==> src/rtl/hlt_oneshot_defines.svh <==
// Constants for the one-shot / monostable hardware limit timer.
// Assumes inclusion by bare name from the rtl/ folder.
`ifndef HLT_ONESHOT_DEFINES_SVH
`define HLT_ONESHOT_DEFINES_SVH

// ----------------------------------------------------------------
// Widths
// ----------------------------------------------------------------
`define COUNT_W 8
`define MODE_W 5
`define SYNC_W 3

// ----------------------------------------------------------------
// Mode field encodings
// ----------------------------------------------------------------
`define MODE_HLT_RISE 5'h0c
`define MODE_HLT_FALL 5'h0d
`define MODE_LVL_LOW 5'h0e
`define MODE_LVL_HIGH 5'h0f
`define MODE_MONO_RISE 5'h11
`define MODE_MONO_FALL 5'h12
`define MODE_MONO_BOTH 5'h13

// ----------------------------------------------------------------
// Reset values and synchroniser bit positions
// ----------------------------------------------------------------
`define COUNT_RST 8'h00
`define SYNC_TRIG_BIT 0
`define SYNC_SET_BIT 1
`define SYNC_CLR_BIT 2

`endif

==> src/rtl/hlt_oneshot_pkg.sv <==
// Types for the one-shot / monostable hardware limit timer.
// Assumes the defines header is compiled alongside.
`default_nettype none

package hlt_oneshot_pkg;

   // -------------------------------------------------------------
   // Counter sequencer
   // -------------------------------------------------------------
   typedef enum logic [1:0]
   {
      ST_IDLE = 2'b00,
      ST_RUN = 2'b01,
      ST_PAUSE = 2'b10,
      ST_DONE = 2'b11
   } timer_state_t;

endpackage

`default_nettype wire

==> src/rtl/sync_two_flop.sv <==
// Two-flop level synchroniser, one bit per lane.
// Assumes inputs may change at any time relative to i_clk.
// Assumes the clock runs during reset; i_rst is not used by the lanes.
`timescale 1ns/1ps
`default_nettype none

module sync_two_flop
#(
   parameter int WIDTH = 3
)
(
   // Clock and reset
   input wire logic i_clk,
   input wire logic i_rst,
   // Data
   input wire logic [WIDTH-1:0] i_async,
   output logic [WIDTH-1:0] o_sync
);

   logic [WIDTH-1:0] meta_r;
   logic [WIDTH-1:0] sync_r;

   genvar g;
   generate
      for (g = 0; g < WIDTH; g = g + 1)
      begin : g_lane
         // No reset: lanes follow the pins through reset, so a toggle
         // or trigger already high at release gives no false edge
         always_ff @(posedge i_clk)
         begin
            meta_r[g] <= i_async[g];
            sync_r[g] <= meta_r[g];
         end
      end
   endgenerate

   assign o_sync = sync_r;

endmodule

`default_nettype wire

==> src/rtl/edge_detect.sv <==
// Rise and fall detector on already synchronised levels.
// Assumes i_level comes from the second flop of a synchroniser.
`timescale 1ns/1ps
`default_nettype none

module edge_detect
#(
   parameter int WIDTH = 3
)
(
   // Clock and reset
   input wire logic i_clk,
   input wire logic i_rst,
   // Levels and edges
   input wire logic [WIDTH-1:0] i_level,
   output logic [WIDTH-1:0] o_rise,
   output logic [WIDTH-1:0] o_fall
);

   logic [WIDTH-1:0] prev_r;

   // History tracks the level through reset, as the synchroniser does
   always_ff @(posedge i_clk)
   begin
      prev_r <= i_level;
   end

   assign o_rise = i_level & ~prev_r;
   assign o_fall = ~i_level & prev_r;

   property p_rise_cause;
      @(posedge i_clk) disable iff (i_rst)
      (|o_rise) |-> ((i_level & ~$past(i_level)) != '0);
   endproperty
   a_rise_cause: assert property (p_rise_cause)
      else $error("rise without a low to high change");

endmodule

`default_nettype wire

==> src/rtl/hlt_oneshot_timer.sv <==
// One-shot and monostable hardware limit timer, 8-bit count.
// Assumes one timer clock; ON set/clear arrive as toggles from the CPU.
//
// How it works
// - Hardware limit: first edge starts, later edges reset
// - After reset edge, counting resumes two clocks later
// - Mode 01100 rising, 01101 falling start/reset
// - Period match resets count and clears ON
// - Trigger edges ignored while ON is clear
// - PWM set pulse on start and reset edges
// - Drive off at pulse match until halt or edge
// - Reset level holds count; active transition starts
// - Mode 01110 low level, 01111 high level
// - Level mode: match clears ON; fresh edge restarts
// - Level mode drive: on at start, off at pulse
// - Monostable starts on edge, stops at period
// - Monostable 10001 rise, 10010 fall, 10011 both
// - Monostable drive only on start, edges ignored
// - Asynchronous ON writes captured safely
`timescale 1ns/1ps
`default_nettype none

`include "hlt_oneshot_defines.svh"

module hlt_oneshot_timer
(
   // Clock and reset
   input wire logic i_clk,
   input wire logic i_rst,
   // Configuration
   input wire logic [`MODE_W-1:0] i_mode,
   input wire logic [`COUNT_W-1:0] i_period_value,
   input wire logic [`COUNT_W-1:0] i_pulse_width_value,
   // Software ON control, each a toggle per write
   input wire logic i_on_set_toggle,
   input wire logic i_on_clr_toggle,
   // External trigger
   input wire logic i_external_trigger_input,
   // Status
   output logic o_on,
   output logic o_running,
   output logic [`COUNT_W-1:0] o_timer_count,
   // To companion PWM
   output logic o_postscaled_match_output,
   output logic o_pwm_period_set,
   output logic o_pwm_drive
);
   import hlt_oneshot_pkg::*;

   // -------------------------------------------------------------
   // Crossing and edge detection
   // -------------------------------------------------------------
   logic [`SYNC_W-1:0] raw_in;
   logic [`SYNC_W-1:0] sync_lvl;
   logic [`SYNC_W-1:0] rise;
   logic [`SYNC_W-1:0] fall;

   // ON writes cross as toggles so a short CPU write is never missed
   assign raw_in = {i_on_clr_toggle, i_on_set_toggle,
                    i_external_trigger_input};

   sync_two_flop #(.WIDTH(`SYNC_W)) u_sync
   (
      .i_clk(i_clk),
      .i_rst(i_rst),
      .i_async(raw_in),
      .o_sync(sync_lvl)
   );

   edge_detect #(.WIDTH(`SYNC_W)) u_edge
   (
      .i_clk(i_clk),
      .i_rst(i_rst),
      .i_level(sync_lvl),
      .o_rise(rise),
      .o_fall(fall)
   );

   logic trig_s;
   logic trig_rise;
   logic trig_fall;
   logic sw_set;
   logic sw_clr;
   assign trig_s = sync_lvl[`SYNC_TRIG_BIT];
   assign trig_rise = rise[`SYNC_TRIG_BIT];
   assign trig_fall = fall[`SYNC_TRIG_BIT];
   assign sw_set = rise[`SYNC_SET_BIT] | fall[`SYNC_SET_BIT];
   assign sw_clr = rise[`SYNC_CLR_BIT] | fall[`SYNC_CLR_BIT];

   // -------------------------------------------------------------
   // Mode decode
   // -------------------------------------------------------------
   logic is_hlt;
   logic is_lvl;
   logic is_mono;
   logic use_rise;
   logic use_fall;
   logic start_edge;
   logic at_reset_lvl;

   assign is_hlt = (i_mode == `MODE_HLT_RISE) ||
                   (i_mode == `MODE_HLT_FALL);
   assign is_lvl = (i_mode == `MODE_LVL_LOW) ||
                   (i_mode == `MODE_LVL_HIGH);
   assign is_mono = (i_mode == `MODE_MONO_RISE) ||
                    (i_mode == `MODE_MONO_FALL) ||
                    (i_mode == `MODE_MONO_BOTH);
   // Level modes start on the way out of the reset level
   assign use_rise = (i_mode == `MODE_HLT_RISE) ||
                     (i_mode == `MODE_LVL_LOW) ||
                     (i_mode == `MODE_MONO_RISE) ||
                     (i_mode == `MODE_MONO_BOTH);
   assign use_fall = (i_mode == `MODE_HLT_FALL) ||
                     (i_mode == `MODE_LVL_HIGH) ||
                     (i_mode == `MODE_MONO_FALL) ||
                     (i_mode == `MODE_MONO_BOTH);
   assign start_edge = (use_rise & trig_rise) | (use_fall & trig_fall);
   assign at_reset_lvl = is_lvl &
      (trig_s == (i_mode == `MODE_LVL_HIGH));

   // -------------------------------------------------------------
   // Sequencer
   // -------------------------------------------------------------
   timer_state_t state_r;
   timer_state_t state_nxt;
   logic [`COUNT_W-1:0] count_r;
   logic [`COUNT_W-1:0] count_nxt;
   logic on_r;
   logic on_nxt;
   logic drive_r;
   logic drive_nxt;
   logic pset_r;
   logic pset_nxt;
   logic match_r;
   logic match_nxt;
   logic on_sw;
   logic period_hit;
   logic pulse_hit;
   logic [`COUNT_W-1:0] count_inc;

   // A software set wins over any clear in the same cycle
   assign on_sw = sw_set | (on_r & ~sw_clr);
   assign period_hit = (count_r == i_period_value);
   assign pulse_hit = (count_r == i_pulse_width_value);
   assign count_inc = count_r + 8'h01;

   always_comb
   begin
      state_nxt = state_r;
      count_nxt = count_r;
      on_nxt = on_sw;
      drive_nxt = drive_r;
      pset_nxt = 1'b0;
      match_nxt = 1'b0;
      if (!on_r)
      begin
         // Stopped: no edge can start or reset the count
         state_nxt = ST_IDLE;
         drive_nxt = 1'b0;
      end
      else if (at_reset_lvl)
      begin
         state_nxt = ST_IDLE;
         count_nxt = `COUNT_RST;
         drive_nxt = 1'b0;
      end
      else
      begin
         case (state_r)
            ST_IDLE, ST_DONE:
            begin
               if (start_edge)
               begin
                  state_nxt = ST_RUN;
                  count_nxt = `COUNT_RST;
                  pset_nxt = 1'b1;
                  drive_nxt = 1'b1;
               end
            end
            ST_RUN, ST_PAUSE:
            begin
               if (is_hlt && start_edge)
               begin
                  // Count sits at zero for two clocks, then resumes
                  state_nxt = ST_PAUSE;
                  count_nxt = `COUNT_RST;
                  pset_nxt = 1'b1;
                  drive_nxt = 1'b1;
               end
               else if (state_r == ST_PAUSE)
                  state_nxt = ST_RUN;
               else if (period_hit)
               begin
                  match_nxt = 1'b1;
                  drive_nxt = 1'b0;
                  if (is_mono)
                     state_nxt = ST_DONE;
                  else
                  begin
                     state_nxt = ST_IDLE;
                     count_nxt = `COUNT_RST;
                     on_nxt = sw_set;
                  end
               end
               else
               begin
                  count_nxt = count_inc;
                  if (pulse_hit)
                     drive_nxt = 1'b0;
               end
            end
            default:
               state_nxt = ST_IDLE;
         endcase
      end
   end

   always_ff @(posedge i_clk or posedge i_rst)
   begin
      if (i_rst)
      begin
         state_r <= ST_IDLE;
         count_r <= `COUNT_RST;
         on_r <= 1'b0;
         drive_r <= 1'b0;
         pset_r <= 1'b0;
         match_r <= 1'b0;
      end
      else
      begin
         state_r <= state_nxt;
         count_r <= count_nxt;
         on_r <= on_nxt;
         drive_r <= drive_nxt;
         pset_r <= pset_nxt;
         match_r <= match_nxt;
      end
   end

   // -------------------------------------------------------------
   // Outputs
   // -------------------------------------------------------------
   logic running_r;
   always_ff @(posedge i_clk or posedge i_rst)
   begin
      if (i_rst)
         running_r <= 1'b0;
      else
         running_r <= (state_nxt == ST_RUN);
   end

   assign o_on = on_r;
   assign o_running = running_r;
   assign o_timer_count = count_r;
   assign o_postscaled_match_output = match_r;
   assign o_pwm_period_set = pset_r;
   assign o_pwm_drive = drive_r;

   // -------------------------------------------------------------
   // Checks
   // -------------------------------------------------------------
   property p_start;
      @(posedge i_clk) disable iff (i_rst)
      (state_r == ST_IDLE && on_r && start_edge && !at_reset_lvl)
      |=> (state_r == ST_RUN && count_r == 8'h00 && drive_r);
   endproperty
   a_start: assert property (p_start)
      else $error("start edge did not start the count");

   property p_resume;
      @(posedge i_clk) disable iff (i_rst)
      (state_r == ST_RUN && on_r && is_hlt && start_edge ##1
       (on_r && !start_edge && !sw_clr))
      |=> (count_r == 8'h00 && state_r == ST_RUN) ##1 (count_r == 8'h01);
   endproperty
   a_resume: assert property (p_resume)
      else $error("count did not resume two clocks after reset edge");

   property p_period_clear;
      @(posedge i_clk) disable iff (i_rst)
      (state_r == ST_RUN && on_r && !is_mono && period_hit &&
       !start_edge && !at_reset_lvl && !sw_set)
      |=> (count_r == 8'h00 && !on_r && o_postscaled_match_output);
   endproperty
   a_period_clear: assert property (p_period_clear)
      else $error("period match did not clear count and ON");

   property p_ignore_off;
      @(posedge i_clk) disable iff (i_rst)
      !on_r |=> (state_r == ST_IDLE && !pset_r);
   endproperty
   a_ignore_off: assert property (p_ignore_off)
      else $error("edge acted while ON was clear");

   property p_pset_cause;
      @(posedge i_clk) disable iff (i_rst)
      o_pwm_period_set |-> $past(start_edge && on_r);
   endproperty
   a_pset_cause: assert property (p_pset_cause)
      else $error("PWM set pulse without a qualifying edge");

   property p_drive_off;
      @(posedge i_clk) disable iff (i_rst)
      (state_r == ST_RUN && on_r && pulse_hit && !at_reset_lvl &&
       !(is_hlt && start_edge)) |=> !drive_r;
   endproperty
   a_drive_off: assert property (p_drive_off)
      else $error("drive stayed active past pulse width match");

   property p_level_hold;
      @(posedge i_clk) disable iff (i_rst)
      (on_r && at_reset_lvl) |=> (count_r == 8'h00 && !o_running);
   endproperty
   a_level_hold: assert property (p_level_hold)
      else $error("count not held at reset level");

   property p_no_reactivate;
      @(posedge i_clk) disable iff (i_rst)
      o_postscaled_match_output |-> !drive_r;
   endproperty
   a_no_reactivate: assert property (p_no_reactivate)
      else $error("drive active at period match");

   property p_mono_stop;
      @(posedge i_clk) disable iff (i_rst)
      (state_r == ST_DONE && !start_edge) |=> $stable(count_r);
   endproperty
   a_mono_stop: assert property (p_mono_stop)
      else $error("monostable count moved after halt");

   property p_mono_ignore;
      @(posedge i_clk) disable iff (i_rst)
      (is_mono && state_r == ST_RUN && $stable(i_mode))
      |=> !pset_r;
   endproperty
   a_mono_ignore: assert property (p_mono_ignore)
      else $error("edge during monostable run touched the PWM");

endmodule

`default_nettype wire

==> config.mk <==
export PLATFORM = sky130hd
export DESIGN_NAME = hlt_oneshot_timer
export DESIGN_NICKNAME = d
export VERILOG_FILES = /design/src/rtl/hlt_oneshot_pkg.sv /design/src/rtl/sync_two_flop.sv /design/src/rtl/edge_detect.sv /design/src/rtl/hlt_oneshot_timer.sv
export VERILOG_INCLUDE_DIRS = /design/src /design/src/rtl
export SDC_FILE = /design/constraint.sdc
export NUM_CORES = 1
export LEC_CHECK = 0
export BUFFER_PORTS_ARGS = -buffer_cell sky130_fd_sc_hd__buf_4
export CAP_MARGIN = 30
export CELL_PAD_IN_SITES_DETAIL_PLACEMENT = 1
export CELL_PAD_IN_SITES_GLOBAL_PLACEMENT = 1
export CORE_AREA = 5 5 66 68
export DETAILED_ROUTE_END_ITERATION = 7
export DIE_AREA = 0 0 71 73
export GPL_TIMING_DRIVEN = 1
export MAX_ROUTING_LAYER = met4
export PLACE_DENSITY = 0.81
export SYNTH_ARGS = -nofsm -noshare
export SYNTH_HDL_FRONTEND = slang
export SYNTH_SLANG_ARGS = --single-unit
==> constraint.sdc <==
create_clock -name i_clk -period 4.1 [get_ports i_clk]
set_input_delay 0.41 -clock i_clk [delete_from_list [all_inputs] [get_ports i_clk]]
set_output_delay 0.41 -clock i_clk [all_outputs]
set_load 0.01 [all_outputs]
Word level (Yosys, flattened, before mapping)
Index checks and enable logic that the tools add are counted.
- register bits: 24
- output and inout port bits: 13
- multiplexer cells: 41
- bitwise gates (word level): 13
- reduce and logical (&&, ||, !) cells: 16
- equal/unequal tests: 20
- add/subtract/negate cells: 1
- operator list (cell ; number):
    2-to-1 mux 8 bit ; 6
    2-to-1 mux 1 bit ; 24
    equality test 5 x 4 -> 1 bit (second input constant) ; 4
    equality test 8 bit ; 2
    case mux 8 bit (2 select lines) ; 1
    equality test 5 bit (second input constant) ; 3
    2-to-1 mux 2 bit ; 7
    logical OR 1 bit ; 10
    inequality test 5 bit (second input constant) ; 2
    adder 8 x 1 -> 8 bit (second input constant) ; 1
    inequality test 4 bit (second input constant) ; 2
    bitwise AND 3 bit ; 2
    inequality test 6 bit (second input constant) ; 1
    inverter 3 bit ; 2
    bitwise AND 1 bit ; 4
    equality test 2 x 1 -> 1 bit (second input constant) ; 2
    equality test 2 bit (second input constant) ; 2
    OR 1 bit ; 4
    case mux 1 bit (2 select lines) ; 2
    case mux 2 bit (2 select lines) ; 1
    AND reduction 4 bit ; 1
    OR reduction 2 bit ; 2
    inequality test 3 bit (second input constant) ; 1
    AND reduction 3 bit ; 1
    other kinds (4) ; 4

Depth between registers and ports, before layout
- depth in word-level cells: 13
- depth in mapped cells: 8
- depth with buffers taken out: 7

Modules after synthesis
A second synthesis with hierarchy kept.
- cells, all modules: 129
- area total of the unflattened synthesis: 1345.0 um^2
- modules (own cells, without submodules) (module ; area an instance (um^2) ; sequential area each (um^2) ; cells each ; times used):
    hlt_oneshot_timer ; 1112.3 ; 375.4 ; 114 ; 1
    sync_two_flop ; 120.1 ; 120.1 ; 6 ; 1
    edge_detect ; 112.6 ; 60.1 ; 9 ; 1

Worst setup path after synthesis
No wires, ideal clock.
- kind: register to register
- start point: register count_r[6] (netlist: o_timer_count[6])
- end point: register count_r[7] (netlist: o_timer_count[7])
- path slack: 2.240 ns
- cell stages (with the launch flop): 8
- data arrival time: 1.769 ns
- required time: 4.010 ns
- period minus slack after synthesis: 1.860 ns
- path buffers: 2
- cell sequence: dfrtp_1 buf_2 xor2_1 nor4_4 a31oi_1 a221o_1 buf_6 o221ai_1
- word-level cells in the longest chain between the ends: 6
- elaborated cells on any way between the ends: 9
- classes of those cells: add/sub: 1; eq/ne: 2; mux: 5; reduce/logical: 1
- RTL lines (item ; line ; source):
    start: declaration ; hlt_oneshot_timer.sv:126 ; logic [`COUNT_W-1:0] count_r;
    start signal: assignment ; hlt_oneshot_timer.sv:223 ; count_r <= `COUNT_RST;
    start signal: assignment ; hlt_oneshot_timer.sv:232 ; count_r <= count_nxt;
    adder 8 x 1 -> 8 bit or equality test 8 bit (tied branches) ; hlt_oneshot_timer.sv:145, hlt_oneshot_timer.sv:143 ;
    2-to-1 mux 8 bit ; hlt_oneshot_timer.sv:192 ; else if (period_hit)
    2-to-1 mux 8 bit ; hlt_oneshot_timer.sv:190 ; else if (state_r == ST_PAUSE)
    2-to-1 mux 8 bit ; hlt_oneshot_timer.sv:182 ; if (is_hlt && start_edge)
    case mux 8 bit (2 select lines) ; hlt_oneshot_timer.sv:169 ; case (state_r)
    2-to-1 mux 8 bit ; hlt_oneshot_timer.sv:161 ; else if (at_reset_lvl)
Parallel ways exist; a longest one is shown, timed or not. The select of a mux whose other input is x is not followed.
A chain may end at the register's enable or synchronous reset.

Final worst setup path
- start point: register count_r[4] (netlist: o_timer_count[4])
- end point: register count_r[6] (netlist: o_timer_count[6])
The elaborated chain is that of the path after synthesis.

==> reports/qor.csv <==
stage;metric;value;unit
clock_tree;root_buffer;clkbuf_8;
pwr;p_sw_share;41.2;%
worst_setup_path;worstPathArrival;2300;ps
routing;post_drt_wl_per_cell;16.8;microns
sta;fin_crit_sh;51.6;%
sta;report.final.slew_viol_count;0;
routing;vias;1289;
worst_setup_path;path_class;reg2reg;
yosys;yosysWarnings;0;
floorplan;die_y;73;microns
sta;setup_viol;0;
yosys;synth.top_cell.area_share;25.6;%
routing;route.detailed.drc;0;
placement;gp_congestion;0.921;
routing;ant_nets;0;
pwr;vdd_drop_max;0.000230;V
yosys;synth_commonest_cells;xor2_1 (17), dfrtp_1 (15), inv_1 (15);
run_status;outcome;finished clean;
worst_setup_path;cp.required;4280;ps
clock_tree;cts_tree;built;
floorplan;initial_core_util;38.7;%
pwr;p_leak;0.836;nW
yosys;synthTopCellsByArea;dfrtp_1 (26%), dfxtp_1 (12%), xor2_1 (10%), inv_1 (3.8%), nand3_1 (3.1%);
sta;period_needed;2120;ps
yosys;ys_ff_latch;24;
final_layout;multi_input_area;805;sq um
clock_tree;cts-resized-gates;0;
sta;fin_setup_tns;0;ps
yosys;synth_top_flop_cell;dfrtp_1;
clock_tree;clk_pin_slew_worst_paths;90;ps
worst_setup_path;reg2reg_to;o_timer_count[6];
pwr;p_per_area;607;mW/mm^2
clock_tree;ctsHtreeMaxLevel;1;
yosys;synth_largest_area_cell;dfrtp_1;
yosys;syn-instance-count;155;
sta;rsz0062_at_grt;no;
sta;worst_pin_slew;752;ps
global_routing;grt_pass1_wl;7100;microns
run;drv_cap;0;
clock_tree;hold_buffers;0;
worst_setup_path;worst_setup_path_end_kind;flip-flop;
placement;io_buffers;38;
global_routing;gr-usage-all-layers;17.3;%
yosys;yosysMostFrequentCell;xor2_1;
clock_tree;cts_buffer_depth;2;
final_layout;n_antenna_cell;0;
worst_setup_path;ff2ff_setup_slack;1980;ps
sta;worst_slack;1980;ps
hold_path;min_path_type;in2async;
final_layout;seq_area;556;sq um
clock_tree;cts_sinks;24;
worst_setup_path;path_cells;xor2_1 > nor4_4 > a31oi_1 > a221o_1 > o221ai_1;
pwr;p_int;0.655;mW
floorplan;die_area;0.00518;sq mm
global_routing;grt_max_degree;16;
yosys;synth_nets;183;
clock_tree;cts-buffers-inserted;3;
pwr;p_sw;0.460;mW
floorplan;io_pins;39;
yosys;avgSynthCellArea;9.48;sq um
placement;dp_slack;1810;ps
worst_setup_path;worst-path-max-fanout;8;
global_routing;grt_pass1_vias;1489;
worst_setup_path;reg2reg_depth;5;
floorplan;std_cell_rows;23;
worst_setup_path;start_kind;flip-flop;
global_routing;antenna_found_initial;0;
clock_tree;worstSkewPairLatency;270;ps
pwr;p_comb_share;46.2;%
yosys;syn_area;0.00147;sq mm
worst_setup_path;cpPeakStageDelay;490;ps
yosys;synth-edff-count;0;
placement;placed_area;0.00176;sq mm
routing;via_per_inst;5.39;
routing;drtPass1Iterations;4;
yosys;ys_types;46;
final_layout;fill_cells;467;
pwr;p_total;1.11;mW
worst_setup_path;r2r_start;o_timer_count[4];
sta;slew_headroom;49.4;%
yosys;synthArstFlopShare;62.5;%
worst_setup_path;slowest_stage;dfrtp_1;
final_layout;syn_to_final_growth;25.0;%
pwr;pwr-share-clk;19.0;%
routing;wl;4000;microns
yosys;ys_seq_area_share;37.8;%
final_layout;layout-drive-gt1-share;25.9;%
sta;hold_viol_final;0;
sta;fin_worst_skew;3.65;ps
routing;drtIter0Drc;34;
placement;dp_hpwl;3130;microns
floorplan;coreArea;0.00380;sq mm
pwr;seqPwrFrac;34.8;%
final_layout;final_area;0.00184;sq mm
global_routing;globalRouteOverflowTotal;0;
final_layout;finalNetCount;218;
floorplan;die_w;71;microns
clock_tree;post_cts_buffers;0;
sta;fmax;473;MHz
## through the flow
step	instances	hold slack, ps	util [%]
6_report	239	186	48.3
5_1_grt	239	224	48.3
4_1_cts	239	209	48.3
3_5_place_dp	235	316	46.4
3_3_place_gp	235	310	46.4
2_1_floorplan	155	310	-
## cell usage in the layout (no fill, tap or decap), drive strengths merged, types with 2 or more instances in the layout
master / Yosys / final
nand4: 4 / 4
nor3b: 3 / 3
or3: 2 / 2
and3b: 2 / 2
a21oi: 2 / 2
o221ai: 6 / 6
o21ai: 5 / 5
and3: 2 / 2
nand3b: 2 / 2
and2: 2 / 2
nor3: 2 / 2
dfrtp: 15 / 15
nor2: 6 / 6
xor2: 17 / 17
inv: 15 / 15
nor2b: 2 / 2
a31oi: 2 / 2
clkbuf: 2 / 3
a211oi: 3 / 3
nand4b: 2 / 2
buf: 6 / 38
nand3: 9 / 9
nand2: 12 / 12
nor4: 4 / 4
ha: 2 / 2
dfxtp: 9 / 9
xnor2: 2 / 2
## metal layers
layer	routed length, microns	up-vias	track usage, %
met1	1650	623	19.5
met2	2010	39	30.5
met4	99	0	6.26
met3	245	9	3.58
li1	-	618	-
met5	0	-	-
## power by group through the flow
stage | Sequential (mW) | Clock (mW) | Combinational [mW]
final | 0.388 | 0.212 | 0.515
after global routing | 0.401 | 0.221 | 0.568
after CTS | 0.390 | 0.213 | 0.518
after detailed placement | 0.394 | 0 | 0.511
after global placement | 0.388 | 0 | 0.489
after floorplan | 0.357 | 0 | 0.407
## critical path, delay by kind of cell, from the launching register on
kind	cells	cell delay (ps)
compound gates	3	840
xor+xnor	1	230
flops	1	490
simple gates	1	470
## final cells by class
cell class,count,share of cell area (%)
inverter,15,3.07
sequential,24,30.3
multi-input combinational,108,43.8
tap,50,3.41
clock inverter,1,1.64
clock buffer,3,2.25
timing repair buffer,38,15.5
## how the worst max path moves through the flow
| stage | start | depth (start not counted) | end | slack, ps |
|---|---|---|---|---|
| after global placement | i_mode[2] | 6 | o_timer_count[5] | 1940 |
| final | o_timer_count[4] | 5 | o_timer_count[6] | 1980 |
| after global routing | u_sync.o_sync[0] | 5 | o_on | 1820 |
| after floorplan | o_timer_count[6] | 7 | o_timer_count[7] | 2240 |
| after detailed placement | i_mode[2] | 6 | o_timer_count[6] | 1810 |
| after CTS | o_timer_count[4] | 5 | o_timer_count[6] | 1980 |
## flip-flops by register name, summed over array words and instances (netlist names), 2 cells and up
name / flops
u_sync.o_sync: 3
u_edge.prev_r: 3
o_timer_count: 8
state_r: 2
u_sync.meta_r: 3
## cells by family after synthesis
| kind of cell | synth area share [%] |
|---|---|
| compound gates | 17.4 |
| xor+xnor | 11.3 |
| simple gates | 23.7 |
| mux | 0.681 |
| flops | 37.8 |
| fa+ha+maj | 1.70 |
| buf+inv | 7.41 |
Note: power is estimated with default switching activity, not from simulation.
